$ cat src/verilog/flash_status_pkg.sv
package flash_status_pkg;
    localparam int CLK_MHZ = 100;
    localparam int T_SETUP_NS = 10;
    localparam int T_STROBE_NS = 70;
    localparam int T_RECOVER_NS = 30;
    // least times, rounded up to whole cycles
    localparam logic [7:0] SETUP_CYC = 8'((T_SETUP_NS * CLK_MHZ + 999) / 1000);
    localparam logic [7:0] STROBE_CYC = 8'((T_STROBE_NS * CLK_MHZ + 999) / 1000);
    localparam logic [7:0] RECOVER_CYC = 8'((T_RECOVER_NS * CLK_MHZ + 999) / 1000);

    localparam int ADDR_W = 19;
    localparam int AXI_AW = 8;

    localparam logic [AXI_AW-1:0] REG_CTRL = 8'h00;
    localparam logic [AXI_AW-1:0] REG_ADDR = 8'h04;
    localparam logic [AXI_AW-1:0] REG_DATA = 8'h08;
    localparam logic [AXI_AW-1:0] REG_STATUS = 8'h0c;
    localparam logic [AXI_AW-1:0] REG_RDATA = 8'h10;

    localparam logic [1:0] RESP_OKAY = 2'h0;
    localparam logic [1:0] RESP_SLVERR = 2'h2;

    localparam int POLL_BIT = 7;
    localparam int TOGGLE_ONE_BIT = 6;
    localparam int TIMEOUT_ERROR_BIT = 5;
    localparam int ERASE_START_BIT = 3;
    localparam int TOGGLE_TWO_BIT = 2;

    localparam int STAT_BUSY = 0;
    localparam int STAT_DONE = 1;
    localparam int STAT_RESULT_LSB = 2;
    localparam int STAT_TOG2 = 4;
    localparam int STAT_BYTE_LSB = 8;

    localparam logic [1:0] RES_NONE = 2'h0;
    localparam logic [1:0] RES_PASS = 2'h1;
    localparam logic [1:0] RES_FAIL = 2'h2;

    localparam logic [ADDR_W-1:0] UNLOCK_ADDR_A = 19'h00555;
    localparam logic [ADDR_W-1:0] UNLOCK_ADDR_B = 19'h002aa;
    localparam logic [7:0] UNLOCK_DATA_A = 8'haa;
    localparam logic [7:0] UNLOCK_DATA_B = 8'h55;
    localparam logic [7:0] CMD_PROGRAM_SETUP = 8'ha0;
    localparam logic [7:0] CMD_ERASE_SETUP = 8'h80;
    localparam logic [7:0] CMD_CHIP_ERASE = 8'h10;
    localparam logic [7:0] CMD_SECTOR_ERASE = 8'h30;
    localparam logic [7:0] CMD_RESET = 8'hf0;
    localparam logic [7:0] CMD_SUSPEND = 8'hb0;
    localparam logic [7:0] CMD_RESUME = 8'h30;

    typedef enum logic [2:0] {
        OP_READ,
        OP_PROGRAM,
        OP_CHIP_ERASE,
        OP_SECTOR_ERASE,
        OP_RESET,
        OP_SUSPEND,
        OP_RESUME,
        OP_CHECK
    } op_t;
endpackage : flash_status_pkg

$ cat src/verilog/flash_bus_if.sv
`timescale 1ns/1ps
`default_nettype none
interface flash_bus_if;
    import flash_status_pkg::*;
    logic req;
    logic req_we;
    logic [ADDR_W-1:0] req_addr;
    logic [7:0] req_data;
    logic ack;
    logic [7:0] rd_data;
    logic ce_n;
    logic oe_n;
    logic we_n;
    logic [ADDR_W-1:0] addr;
    logic [7:0] dq_o;
    logic dq_oe;
    logic [7:0] dq_i;
    modport engine(input req, req_we, req_addr, req_data, dq_i,
                   output ack, rd_data, ce_n, oe_n, we_n, addr, dq_o, dq_oe);
    modport ctrl(output req, req_we, req_addr, req_data, dq_i,
                 input ack, rd_data, ce_n, oe_n, we_n, addr, dq_o, dq_oe);
endinterface : flash_bus_if
`default_nettype wire

$ cat src/verilog/flash_host.sv
// Functional notes
// - poll inside the target, unprotected sector
// - take valid data from a later read
// - after timeout failure, write reset command
// - combine both toggles for sector and mode; code decides on toggle one, only latches toggle two into tog2
// - read twice, compare toggle, unchanged means done
// - toggling with timeout set: recheck, then decide
// - returning monitor restarts check from first step
`timescale 1ns/1ps
`default_nettype none
module flash_host
    import flash_status_pkg::*;
(
    input wire logic ref_clk_i,
    input wire logic sys_rst_i,
    input wire logic [AXI_AW-1:0] s_axi_awaddr_i,
    input wire logic s_axi_awvalid_i,
    output logic s_axi_awready_o,
    input wire logic [31:0] s_axi_wdata_i,
    input wire logic [3:0] s_axi_wstrb_i,
    input wire logic s_axi_wvalid_i,
    output logic s_axi_wready_o,
    output logic [1:0] s_axi_bresp_o,
    output logic s_axi_bvalid_o,
    input wire logic s_axi_bready_i,
    input wire logic [AXI_AW-1:0] s_axi_araddr_i,
    input wire logic s_axi_arvalid_i,
    output logic s_axi_arready_o,
    output logic [31:0] s_axi_rdata_o,
    output logic [1:0] s_axi_rresp_o,
    output logic s_axi_rvalid_o,
    input wire logic s_axi_rready_i,
    output logic [ADDR_W-1:0] flash_addr_o,
    output logic flash_ce_n_o,
    output logic flash_oe_n_o,
    output logic flash_we_n_o,
    input wire logic [7:0] flash_dq_i,
    output logic [7:0] flash_dq_o,
    output logic flash_dq_oe_o
);
    typedef enum logic [1:0] {M_IDLE, M_ISSUE, M_WAIT} seq_state_t;
    typedef enum logic [2:0] {P_CMD, P_POLL_A, P_POLL_B, P_FINAL, P_RESET} phase_t;
    typedef struct packed {
        seq_state_t st;
        phase_t ph;
        op_t op;
        logic [2:0] step;
        logic [ADDR_W-1:0] tgt_addr;
        logic [7:0] wdata;
        logic [7:0] prev;
        logic [7:0] last_status;
        logic [7:0] rdata;
        logic busy;
        logic done;
        logic [1:0] result;
        logic tog2;
        logic second;
        logic req;
        logic req_we;
        logic [ADDR_W-1:0] req_addr;
        logic [7:0] req_data;
        logic aw_have;
        logic w_have;
        logic [AXI_AW-1:0] waddr;
        logic [31:0] wbuf;
        logic [3:0] wstrb;
        logic bvalid;
        logic [1:0] bresp;
        logic rvalid;
        logic [1:0] rresp;
        logic [31:0] rdat;
    } host_t;

    host_t s_q;
    host_t s_d;
    flash_bus_if bus();

    function automatic logic [31:0] merge(input logic [31:0] old, input logic [31:0] nw,
                                          input logic [3:0] strb);
        logic [31:0] r;
        r = old;
        for (int i = 0; i < 4; i++) begin
            if (strb[i]) begin
                r[i*8 +: 8] = nw[i*8 +: 8];
            end
        end
        return r;
    endfunction : merge

    function automatic logic [2:0] seq_len(input op_t op);
        case (op)
            OP_PROGRAM: return 3'd4;
            OP_CHIP_ERASE, OP_SECTOR_ERASE: return 3'd6;
            OP_CHECK: return 3'd0;
            default: return 3'd1;
        endcase
    endfunction : seq_len

    // {address, data} of one bus cycle in a command sequence
    function automatic logic [ADDR_W+7:0] seq_word(input op_t op, input logic [2:0] step,
                                                  input logic [ADDR_W-1:0] tgt, input logic [7:0] wd);
        logic last;
        last = (step == seq_len(op) - 3'd1);
        if (op == OP_READ) begin
            return {tgt, 8'h00};
        end else if (op == OP_RESET || op == OP_SUSPEND || op == OP_RESUME) begin
            return {tgt, (op == OP_RESET) ? CMD_RESET : (op == OP_SUSPEND) ? CMD_SUSPEND : CMD_RESUME};
        end else if (last) begin
            if (op == OP_PROGRAM) begin
                return {tgt, wd};
            end else if (op == OP_CHIP_ERASE) begin
                return {UNLOCK_ADDR_A, CMD_CHIP_ERASE};
            end else begin
                return {tgt, CMD_SECTOR_ERASE};
            end
        end else if (step == 3'd0 || step == 3'd3) begin
            return {UNLOCK_ADDR_A, UNLOCK_DATA_A};
        end else if (step == 3'd1 || step == 3'd4) begin
            return {UNLOCK_ADDR_B, UNLOCK_DATA_B};
        end else begin
            return {UNLOCK_ADDR_A, (op == OP_PROGRAM) ? CMD_PROGRAM_SETUP : CMD_ERASE_SETUP};
        end
    endfunction : seq_word

    always_comb begin
        logic [31:0] m;
        logic [2:0] nstep;
        m = 32'h0;
        nstep = s_q.step + 3'd1;
        s_d = s_q;
        s_d.req = 1'b0;

        // register writes: address and data may arrive in either order
        if (s_axi_awvalid_i && !s_q.aw_have) begin
            s_d.aw_have = 1'b1;
            s_d.waddr = s_axi_awaddr_i;
        end
        if (s_axi_wvalid_i && !s_q.w_have) begin
            s_d.w_have = 1'b1;
            s_d.wbuf = s_axi_wdata_i;
            s_d.wstrb = s_axi_wstrb_i;
        end
        if (s_q.bvalid && s_axi_bready_i) begin
            s_d.bvalid = 1'b0;
        end
        if (s_q.aw_have && s_q.w_have && !s_q.bvalid) begin
            s_d.aw_have = 1'b0;
            s_d.w_have = 1'b0;
            s_d.bvalid = 1'b1;
            s_d.bresp = RESP_OKAY;
            case (s_q.waddr)
                REG_CTRL: begin
                    // a start while busy is dropped, the running operation is not disturbed
                    if (!s_q.busy && s_q.wstrb[0]) begin
                        s_d.op = op_t'(s_q.wbuf[2:0]);
                        s_d.busy = 1'b1;
                        s_d.done = 1'b0;
                        s_d.result = RES_NONE;
                        s_d.tog2 = 1'b0;
                        s_d.second = 1'b0;
                        s_d.step = 3'd0;
                        s_d.st = M_ISSUE;
                        s_d.ph = (op_t'(s_q.wbuf[2:0]) == OP_CHECK) ? P_POLL_A : P_CMD;
                    end
                end
                REG_ADDR: begin
                    if (!s_q.busy) begin
                        m = merge({13'h0, s_q.tgt_addr}, s_q.wbuf, s_q.wstrb);
                        s_d.tgt_addr = m[ADDR_W-1:0];
                    end
                end
                REG_DATA: begin
                    if (!s_q.busy && s_q.wstrb[0]) begin
                        s_d.wdata = s_q.wbuf[7:0];
                    end
                end
                REG_STATUS, REG_RDATA: ;
                default: s_d.bresp = RESP_SLVERR;
            endcase
        end

        if (s_axi_arvalid_i && !s_q.rvalid) begin
            s_d.rvalid = 1'b1;
            s_d.rresp = RESP_OKAY;
            s_d.rdat = 32'h0;
            case (s_axi_araddr_i)
                REG_CTRL: s_d.rdat = {29'h0, s_q.op};
                REG_ADDR: s_d.rdat = {13'h0, s_q.tgt_addr};
                REG_DATA: s_d.rdat = {24'h0, s_q.wdata};
                REG_STATUS: begin
                    s_d.rdat[STAT_BUSY] = s_q.busy;
                    s_d.rdat[STAT_DONE] = s_q.done;
                    s_d.rdat[STAT_RESULT_LSB +: 2] = s_q.result;
                    s_d.rdat[STAT_TOG2] = s_q.tog2;
                    s_d.rdat[STAT_BYTE_LSB +: 8] = s_q.last_status;
                end
                REG_RDATA: s_d.rdat = {24'h0, s_q.rdata};
                default: s_d.rresp = RESP_SLVERR;
            endcase
        end else if (s_q.rvalid && s_axi_rready_i) begin
            s_d.rvalid = 1'b0;
        end

        case (s_q.st)
            M_IDLE: ;
            M_ISSUE: begin
                s_d.req = 1'b1;
                if (s_q.ph == P_CMD) begin
                    {s_d.req_addr, s_d.req_data} = seq_word(s_q.op, s_q.step, s_q.tgt_addr, s_q.wdata);
                    s_d.req_we = (s_q.op != OP_READ);
                end else if (s_q.ph == P_RESET) begin
                    s_d.req_addr = s_q.tgt_addr;
                    s_d.req_data = CMD_RESET;
                    s_d.req_we = 1'b1;
                end else begin
                    // status reads stay inside the operation's own sector
                    s_d.req_addr = s_q.tgt_addr;
                    s_d.req_data = 8'h00;
                    s_d.req_we = 1'b0;
                end
                s_d.st = M_WAIT;
            end
            M_WAIT: begin
                if (bus.ack) begin
                    s_d.st = M_ISSUE;
                    case (s_q.ph)
                        P_CMD: begin
                            s_d.step = nstep;
                            if (nstep == seq_len(s_q.op)) begin
                                if (s_q.op == OP_PROGRAM || s_q.op == OP_CHIP_ERASE
                                    || s_q.op == OP_SECTOR_ERASE) begin
                                    // status is only meaningful after the final command strobe
                                    s_d.ph = P_POLL_A;
                                end else begin
                                    s_d.rdata = bus.rd_data;
                                    s_d.result = RES_PASS;
                                    s_d.done = 1'b1;
                                    s_d.busy = 1'b0;
                                    s_d.st = M_IDLE;
                                end
                            end
                        end
                        P_POLL_A: begin
                            s_d.prev = bus.rd_data;
                            s_d.ph = P_POLL_B;
                        end
                        P_POLL_B: begin
                            s_d.last_status = bus.rd_data;
                            if (s_q.prev[TOGGLE_TWO_BIT] != bus.rd_data[TOGGLE_TWO_BIT]) begin
                                s_d.tog2 = 1'b1;
                            end
                            if (s_q.prev[TOGGLE_ONE_BIT] == bus.rd_data[TOGGLE_ONE_BIT]) begin
                                s_d.ph = P_FINAL;
                            end else if (s_q.second) begin
                                s_d.ph = P_RESET;
                            end else if (bus.rd_data[TIMEOUT_ERROR_BIT]) begin
                                s_d.second = 1'b1;
                                s_d.ph = P_POLL_A;
                            end else begin
                                // protected targets stop toggling on their own, so no time limit here
                                s_d.ph = P_POLL_A;
                            end
                        end
                        P_FINAL: begin
                            // the read that saw toggling stop may carry stale low bits
                            s_d.rdata = bus.rd_data;
                            s_d.result = RES_PASS;
                            s_d.done = 1'b1;
                            s_d.busy = 1'b0;
                            s_d.st = M_IDLE;
                        end
                        P_RESET: begin
                            s_d.result = RES_FAIL;
                            s_d.done = 1'b1;
                            s_d.busy = 1'b0;
                            s_d.st = M_IDLE;
                        end
                        default: s_d.st = M_IDLE;
                    endcase
                end
            end
            default: s_d.st = M_IDLE;
        endcase
    end

    always_ff @(posedge ref_clk_i) begin
        if (sys_rst_i) begin
            s_q <= '0;
        end else begin
            s_q <= s_d;
        end
    end

    assign bus.req = s_q.req;
    assign bus.req_we = s_q.req_we;
    assign bus.req_addr = s_q.req_addr;
    assign bus.req_data = s_q.req_data;
    assign bus.dq_i = flash_dq_i;

    flash_cycle u_cycle (
        .ref_clk_i(ref_clk_i),
        .sys_rst_i(sys_rst_i),
        .bus(bus.engine)
    );

    assign s_axi_awready_o = !s_q.aw_have;
    assign s_axi_wready_o = !s_q.w_have;
    assign s_axi_bvalid_o = s_q.bvalid;
    assign s_axi_bresp_o = s_q.bresp;
    assign s_axi_arready_o = !s_q.rvalid;
    assign s_axi_rvalid_o = s_q.rvalid;
    assign s_axi_rresp_o = s_q.rresp;
    assign s_axi_rdata_o = s_q.rdat;
    assign flash_addr_o = bus.addr;
    assign flash_ce_n_o = bus.ce_n;
    assign flash_oe_n_o = bus.oe_n;
    assign flash_we_n_o = bus.we_n;
    assign flash_dq_o = bus.dq_o;
    assign flash_dq_oe_o = bus.dq_oe;
endmodule : flash_host
`default_nettype wire

$ cat src/verilog/flash_cycle.sv
`timescale 1ns/1ps
`default_nettype none
module flash_cycle
    import flash_status_pkg::*;
(
    input wire logic ref_clk_i,
    input wire logic sys_rst_i,
    flash_bus_if.engine bus
);
    typedef enum logic [1:0] {C_IDLE, C_SETUP, C_STROBE, C_RECOVER} cyc_state_t;
    typedef struct packed {
        cyc_state_t st;
        logic [7:0] cnt;
        logic we;
        logic ce_n;
        logic oe_n;
        logic we_n;
        logic [ADDR_W-1:0] addr;
        logic [7:0] dq_o;
        logic dq_oe;
        logic ack;
        logic [7:0] rd;
    } cyc_t;

    localparam cyc_t CYC_RESET = '{st: C_IDLE, cnt: 8'h00, we: 1'b0, ce_n: 1'b1, oe_n: 1'b1,
                                   we_n: 1'b1, addr: '0, dq_o: 8'h00, dq_oe: 1'b0, ack: 1'b0,
                                   rd: 8'h00};
    cyc_t s_q;
    cyc_t s_d;

    always_comb begin
        s_d = s_q;
        s_d.ack = 1'b0;
        case (s_q.st)
            C_IDLE: begin
                if (bus.req) begin
                    s_d.we = bus.req_we;
                    s_d.addr = bus.req_addr;
                    s_d.dq_o = bus.req_data;
                    s_d.dq_oe = bus.req_we;
                    s_d.ce_n = 1'b0;
                    s_d.cnt = SETUP_CYC - 8'h01;
                    s_d.st = C_SETUP;
                end
            end
            C_SETUP: begin
                if (s_q.cnt == 8'h00) begin
                    s_d.oe_n = s_q.we;
                    s_d.we_n = !s_q.we;
                    s_d.cnt = STROBE_CYC - 8'h01;
                    s_d.st = C_STROBE;
                end else begin
                    s_d.cnt = s_q.cnt - 8'h01;
                end
            end
            C_STROBE: begin
                if (s_q.cnt == 8'h00) begin
                    // every read is closed by raising both selects, so the next is a new cycle
                    if (!s_q.we) begin
                        s_d.rd = bus.dq_i;
                    end
                    s_d.oe_n = 1'b1;
                    s_d.we_n = 1'b1;
                    s_d.ce_n = 1'b1;
                    s_d.cnt = RECOVER_CYC - 8'h01;
                    s_d.st = C_RECOVER;
                end else begin
                    s_d.cnt = s_q.cnt - 8'h01;
                end
            end
            C_RECOVER: begin
                // data held past the strobe's rising edge for one cycle
                s_d.dq_oe = 1'b0;
                if (s_q.cnt == 8'h00) begin
                    s_d.ack = 1'b1;
                    s_d.st = C_IDLE;
                end else begin
                    s_d.cnt = s_q.cnt - 8'h01;
                end
            end
            default: s_d = CYC_RESET;
        endcase
    end

    always_ff @(posedge ref_clk_i) begin
        if (sys_rst_i) begin
            s_q <= CYC_RESET;
        end else begin
            s_q <= s_d;
        end
    end

    assign bus.ack = s_q.ack;
    assign bus.rd_data = s_q.rd;
    assign bus.ce_n = s_q.ce_n;
    assign bus.oe_n = s_q.oe_n;
    assign bus.we_n = s_q.we_n;
    assign bus.addr = s_q.addr;
    assign bus.dq_o = s_q.dq_o;
    assign bus.dq_oe = s_q.dq_oe;
endmodule : flash_cycle
`default_nettype wire

$ cat config.mk
export PLATFORM = sky130hd
export DESIGN_NAME = flash_host
export DESIGN_NICKNAME = d
export VERILOG_FILES = /design/src/verilog/flash_status_pkg.sv /design/src/verilog/flash_bus_if.sv /design/src/verilog/flash_host.sv /design/src/verilog/flash_cycle.sv
export SDC_FILE = /design/constraint.sdc
export NUM_CORES = 1
export LEC_CHECK = 0
export ABC_AREA = 0
export BUFFER_PORTS_ARGS = -buffer_cell sky130_fd_sc_hd__buf_2
export CAP_MARGIN = 15
export CELL_PAD_IN_SITES_DETAIL_PLACEMENT = 0
export CELL_PAD_IN_SITES_GLOBAL_PLACEMENT = 1
export CORE_ASPECT_RATIO = 1.1
export CORE_MARGIN = 8
export CORE_UTILIZATION = 43
export CTS_CLUSTER_SIZE = 40
export DETAILED_ROUTE_END_ITERATION = 8
export PLACE_DENSITY_LB_ADDON = 0.1
export SYNTH_ARGS = -nofsm -noshare
export SYNTH_HDL_FRONTEND = slang
export SYNTH_SLANG_ARGS = --single-unit
$ cat constraint.sdc
create_clock -name ref_clk_i -period 2.1 [get_ports ref_clk_i]
set_input_delay 0.42 -clock ref_clk_i [delete_from_list [all_inputs] [get_ports ref_clk_i]]
set_output_delay 0.42 -clock ref_clk_i [all_outputs]
set_load 0.02 [all_outputs]
* After elaboration in Yosys (flattened, before gate mapping)
Cells that the tools add are included.
W data, S select, Z words.
** Storage, ports and cells
- Input port bits :: 67
- Output and inout bits :: 72
- Logic and storage cells :: 223
- Register bits :: 218
** Cells by class
- Bitwise logic cells :: 3
- Reductions and logical operators :: 56
- Equality and inequality tests :: 39
- $add $sub $neg :: 3
- Muxes and demuxes :: 81
** Operators with widths (number)
- $mux W27 :: 5
- $mux W19 :: 4
- $mux W8 :: 9
- $mux W28 :: 2
- $mux W3 :: 15
- $pmux W10 S4 :: 1
- $mux W38 :: 1
- $mux W12 :: 3
- $mux W6 :: 6
- $eq A8 B4 Y1 const B :: 4
- $pmux W8 S2 :: 2
- $mux W29 :: 1
- $pmux W3 S3 :: 3
- $pmux W5 S5 :: 1
- $logic_not A8 Y1 :: 3
- $mux W11 :: 2
- $eq A3 B3 Y1 const B :: 7
- $reduce_and A3 Y1 :: 7
- $eq A8 B3 Y1 const B :: 2
- $eq A8 B5 Y1 const B :: 2
- $reduce_and A4 Y1 :: 4
- $eq A3 B2 Y1 const B :: 5
- $mux W2 :: 7
- $pmux W4 S3 :: 1
- other kinds (28) :: 85

* Logic depth before layout (Yosys ltp)
- Word-level depth :: 12
- Mapped depth :: 8
- Depth with buffers taken out :: 7

* Hierarchy
From an unflattened synthesis, not the netlist that was laid out.
** Unflattened totals
- Cell total of the unflattened synthesis :: 1000
- Area, all modules :: 8823.5 um^2
** By module, submodules not included
- flash_host :: cells an instance 719, sequential area each 2922.8 um^2, area each 6468.7 um^2, instances 1
- flash_cycle :: cells an instance 281, sequential area each 1021.0 um^2, area each 2354.8 um^2, instances 1

* Least setup slack after synthesis
No wires, ideal clock.
- Path type :: register to register
- Start :: register s_q[176] (netlist name)
- End :: register s_q (netlist bit bus.req_addr[10])
- Clock period less this slack :: 1.891 ns
- Data required time :: 2.021 ns
- Arrival :: 1.812 ns
- Path slack :: 0.209 ns
- Buffers on the path :: 2
- Setup time :: 0.079 ns
- Cell stages (with the launch flop) :: 7
- Path through :: dfxtp_1 > buf_6 > or3_4 > or4_4 > buf_6 > a21o_1 > a211oi_2
** Between the ends
- Longest elaborated chain between the ends :: 2
** Ends and longest elaborated chain
- from (decl) :: RTL line flash_host.sv:74 : host_t s_q;
- from (signal assigned) :: RTL line flash_host.sv:288 : s_q <= '0;
- from (signal assigned) :: RTL line flash_host.sv:290 : s_q <= s_d;
- $logic_not A3 Y1 :: RTL line flash_host.sv:208 : if (s_q.ph == P_CMD) begin
- $mux W28 :: RTL line flash_host.sv:208
No other way between the ends.
A chain may end at the register's enable or synchronous reset.

* Worst setup path in the final report
- Start :: register s_q[174] (netlist name)
- End :: register s_q (netlist bit bus.req_addr[11])
** Between the ends
- Longest elaborated chain between the ends :: 11
- Elaborated cells between the ends (all ways) :: 22
- Classes of those cells :: add/sub: 1; eq/ne: 8; mux: 9; reduce/logical: 4
** Ends and longest elaborated chain
- $eq A3 B2 Y1 (on tied branches) :: RTL line flash_host.sv:91, flash_host.sv:111
- $reduce_or A2 Y1 :: RTL line flash_host.sv:91 : case (op)
- $pmux W3 S3 :: RTL line flash_host.sv:91
- $mux W3 :: RTL line flash_host.sv:208
- $mux W3 :: RTL line flash_host.sv:204 : case (s_q.st)
- $sub A3 B1 Y3 :: RTL line flash_host.sv:103 : last = (step == seq_len(op) - 3'd1);
- $eq A3 B3 Y1 :: RTL line flash_host.sv:103
- $mux W27 :: RTL line flash_host.sv:108 : end else if (last) begin
- $mux W27 :: RTL line flash_host.sv:106 : end else if (op == OP_RESET || op == OP_SUSPEND || op == OP_RESUME) begin
- $mux W27 (*) :: RTL line flash_host.sv:104 : if (op == OP_READ) begin
- $mux W28 (*) :: RTL line flash_host.sv:208
Every way passes the cells marked *; elsewhere a longest branch is shown, timed or not. The select of a mux whose other input is x is not followed.

==> metrics <==
TritonCTS Buffers=17; n_diodes=0; io pins=139; initial core utilization=0.435; P_sw=2.07 mW; sequential share of power=0.501; post-synth top area cell=dfxtp_1; CP dominant cell by count=a21oi_1; Die H=167 um; fmax=507 MHz; grt total ovfl=0; Rows=55; number of flops mapped to enable cells by yosys=0; fin crit share=0.940; signal arrival time at the worst endpoint=2.29 ns; initial antenna violation count=0; Detailed Route WL=22100 um; crit path max-delay cell type=or4_4; first-pass GRT wire length=36200 um; FF-to-FF path depth=6; Synth area leaders=dfxtp_1 44%, mux2i_1 8.2%, nand2_1 7.1%; core area=20400 sq um; Filler cells=2087; Clock Tree Root=clkbuf_16; final-report hold violation count=0; Post-Syn Area=8880 sq um; DR vias/cell=5.13; CTS sink count=197; # DRC=0; Async SR Flop Fraction=0; Post-Synthesis Cells=1039; FF-to-FF setup slack=0.13 ns; internal power=5.61 mW; share of post-route cells with drive strength above 1=0.194; Critical Path Source Type=flop; top-area cell type share of the netlist area=0.444; power per cell area=760 nW/um^2; hold-fix buffers at CTS=0; Routed wire per std cell=16.1 um; CP max FO=11; RSZ-0062 raised after global routing=no; Post-Route Skew=0.0120 ns; data required time of the worst path=2.42 ns; hold crit path type=in2reg; hold path depth=3; leakage=4.26 nW; number of port buffers=109; Logic pwr share=0.065; reg2reg start=s_q[174]; Yosys reg bits=197; initial drt markers=314; Slew Viols, Final=0; Final min period=1.97 ns; Via Count=7054; Die X=153 um; status=finished, final reports clean; count of final setup violators=0; largest net degree at the start of global routing=73; crit-path max cell delay=0.62 ns; Nets=1183; worst rel slew slack=0.564; Syn-to-layout area delta=13.8%; Setup Buffers After CTS=0; mean post-synth cell area=8.55 sq um; final antenna-violating net count=0; cells along the critical path=nor2b_1, a21oi_1, or4_4, buf_4, nand3_1, a21oi_1; footprint of the multi-input gates=4220 sq um; sequential cell area=3940 sq um; vias in the first global route=6940; max-capacitance violation count=0; worst hold start=s_axi_wdata_i[16]; Clock Latency Late Sink=0.44 ns; Synth Flop Type=dfxtp_1; Worst-path clk slew=0.08 ns; Net Sw Frac=0.269; Resize count post-CTS=0; H-tree depth=4; Worst Max-Slew Pin Slew=0.655 ns; sequential element share of the synthesized area=0.444; RD Place Congestion=0.794; Post-DP HPWL=16300 um; Clock Power Share=0.433; DR pass1 iterations=5; CTS tree=yes; WS Path Type=reg2reg; Total Neg Setup Slack=0 ns; overall routing resource usage=0.173; Pwr Total=7.67 mW; post-synth cell types=73; worst vdd ir=0.000557 V; Longest Clk Path Bufs=2; Worst R2R End=bus.req_addr[11]; endpoint class of the critical path=flop; Die ar.=25500 sq um; Hold Path End=s_q[58]; Synth warnings=0
==> sequential cells by signal, indices dropped and copies added (netlist names), 8 cells and up <==
| signal | flops |
|---|---|
| bus.req_data | 8 |
| u_cycle.s_q | 11 |
| u_cycle.bus.addr | 19 |
| s_q | 94 |
| u_cycle.bus.dq_o | 8 |
| s_axi_rdata_o | 19 |
| u_cycle.bus.rd_data | 8 |
| bus.req_addr | 19 |
==> cells in the mapped netlist (3+ instances only) <==
library cell	count
dfxtp_1	197
nand2_1	169
nor2_1	120
a21oi_1	94
mux2i_1	73
buf_4	63
clkbuf_1	47
a22oi_1	28
o21ai_0	18
nor2b_1	16
nor3_1	16
nand3_1	15
nand2b_1	14
inv_1	12
ha_1	10
o22ai_1	10
mux2_2	9
a211oi_1	8
a31oi_1	8
buf_2	7
nand3b_1	7
nor3b_1	6
and2_1	5
a21o_1	4
buf_1	4
nor4_1	4
or3_1	4
or4_1	4
xor2_1	4
a2bb2oi_1	3
and3_1	3
nand4_1	3
nand4_2	3
nand4b_1	3
or3b_2	3
==> routing by layer <==
metal  part of all wire  wire (um)  vias up  global-route usage
li1                   -          -     3657                   -
met1               0.51      11300     3252               0.233
met2               0.44       9830      120               0.275
met3              0.029        653       25              0.0326
met4              0.016        353        0              0.0564
met5                  0          0        -                   0
==> cell type report <==
class | instances | share of cell area
multi-input cells | 719 | 0.417
clock inverters | 15 | 0.0193
inverters | 14 | 0.00520
flip-flops and latches | 197 | 0.390
repair buffers | 157 | 0.0940
well taps | 256 | 0.0317
clock buffers | 17 | 0.0421
==> cell usage in the layout, fill, tap and decap left out, drive strengths merged, types with 6 or more instances in the layout <==
cell type | Yosys | final
a211oi | 10 | 10
a21oi | 94 | 94
a22oi | 28 | 28
a31oi | 8 | 8
buf | 76 | 157
clkbuf | 47 | 17
clkinv | 1 | 9
conb | 1 | 15
dfxtp | 197 | 197
ha | 10 | 10
inv | 13 | 19
mux2 | 9 | 9
mux2i | 73 | 73
nand2 | 169 | 169
nand2b | 14 | 14
nand3 | 16 | 16
nand3b | 7 | 7
nand4 | 6 | 6
nor2 | 120 | 120
nor2b | 16 | 16
nor3 | 17 | 17
nor3b | 6 | 6
nor4 | 6 | 6
o21ai | 19 | 19
o22ai | 10 | 10
or4 | 6 | 6
==> power groups by stage <==
| stage | Sequential [mW] | Combinational (mW) | Clock (mW) |
|---|---|---|---|
| floorplan | 3.92 | 0.360 | 0 |
| global placement | 3.93 | 0.503 | 0 |
| detailed placement | 3.93 | 0.505 | 0 |
| CTS | 3.85 | 0.506 | 3.42 |
| global route | 3.86 | 0.563 | 3.55 |
| finish | 3.85 | 0.502 | 3.33 |
==> per-stage QoR <==
stage	hold WS, ns	setup slack, ns	util	std cells	area, sq um
6_report	0.205	0.127	0.494	1375	10100
5_1_grt	0.201	0.0130	0.494	1375	10100
4_1_cts	0.192	0.0895	0.494	1375	10100
3_5_place_dp	0.443	0.110	0.464	1343	9480
3_3_place_gp	0.440	0.138	0.464	1343	9480
2_1_floorplan	0.425	0.209	-	1053	8930
==> how the worst max path moves through the flow <==
stage / from / end / slack, ns / depth (start not counted)
3_3_place_gp: s_q[175] / s_q[125] / 0.14 / 5
4_1_cts: s_q[75] / s_q[167] / 0.09 / 5
2_1_floorplan: s_q[176] / bus.req_addr[10] / 0.21 / 6
6_report: s_q[174] / bus.req_addr[11] / 0.13 / 6
3_5_place_dp: s_q[75] / s_q[167] / 0.11 / 5
5_1_grt: s_q[175] / s_q[121] / 0.01 / 5
==> kinds of logic after synthesis <==
kind of cell | count (synthesis) | share of synthesized area
mux | 82 | 0.0937
flops | 197 | 0.444
xor+xnor | 5 | 0.00493
buf+inv | 137 | 0.0872
compound gates | 200 | 0.141
fa+ha+maj | 10 | 0.0141
simple gates | 407 | 0.215
other cells | 1 | 0.000422
==> worst max-delay path, delay by kind of cell, from the launching register on <==
family	cells	cell delay [ns]
compound gates	2	0.20
buf+inv	1	0.20
flops	1	0.45
simple gates	3	1.00
Note: power is estimated with default switching activity, not from simulation.
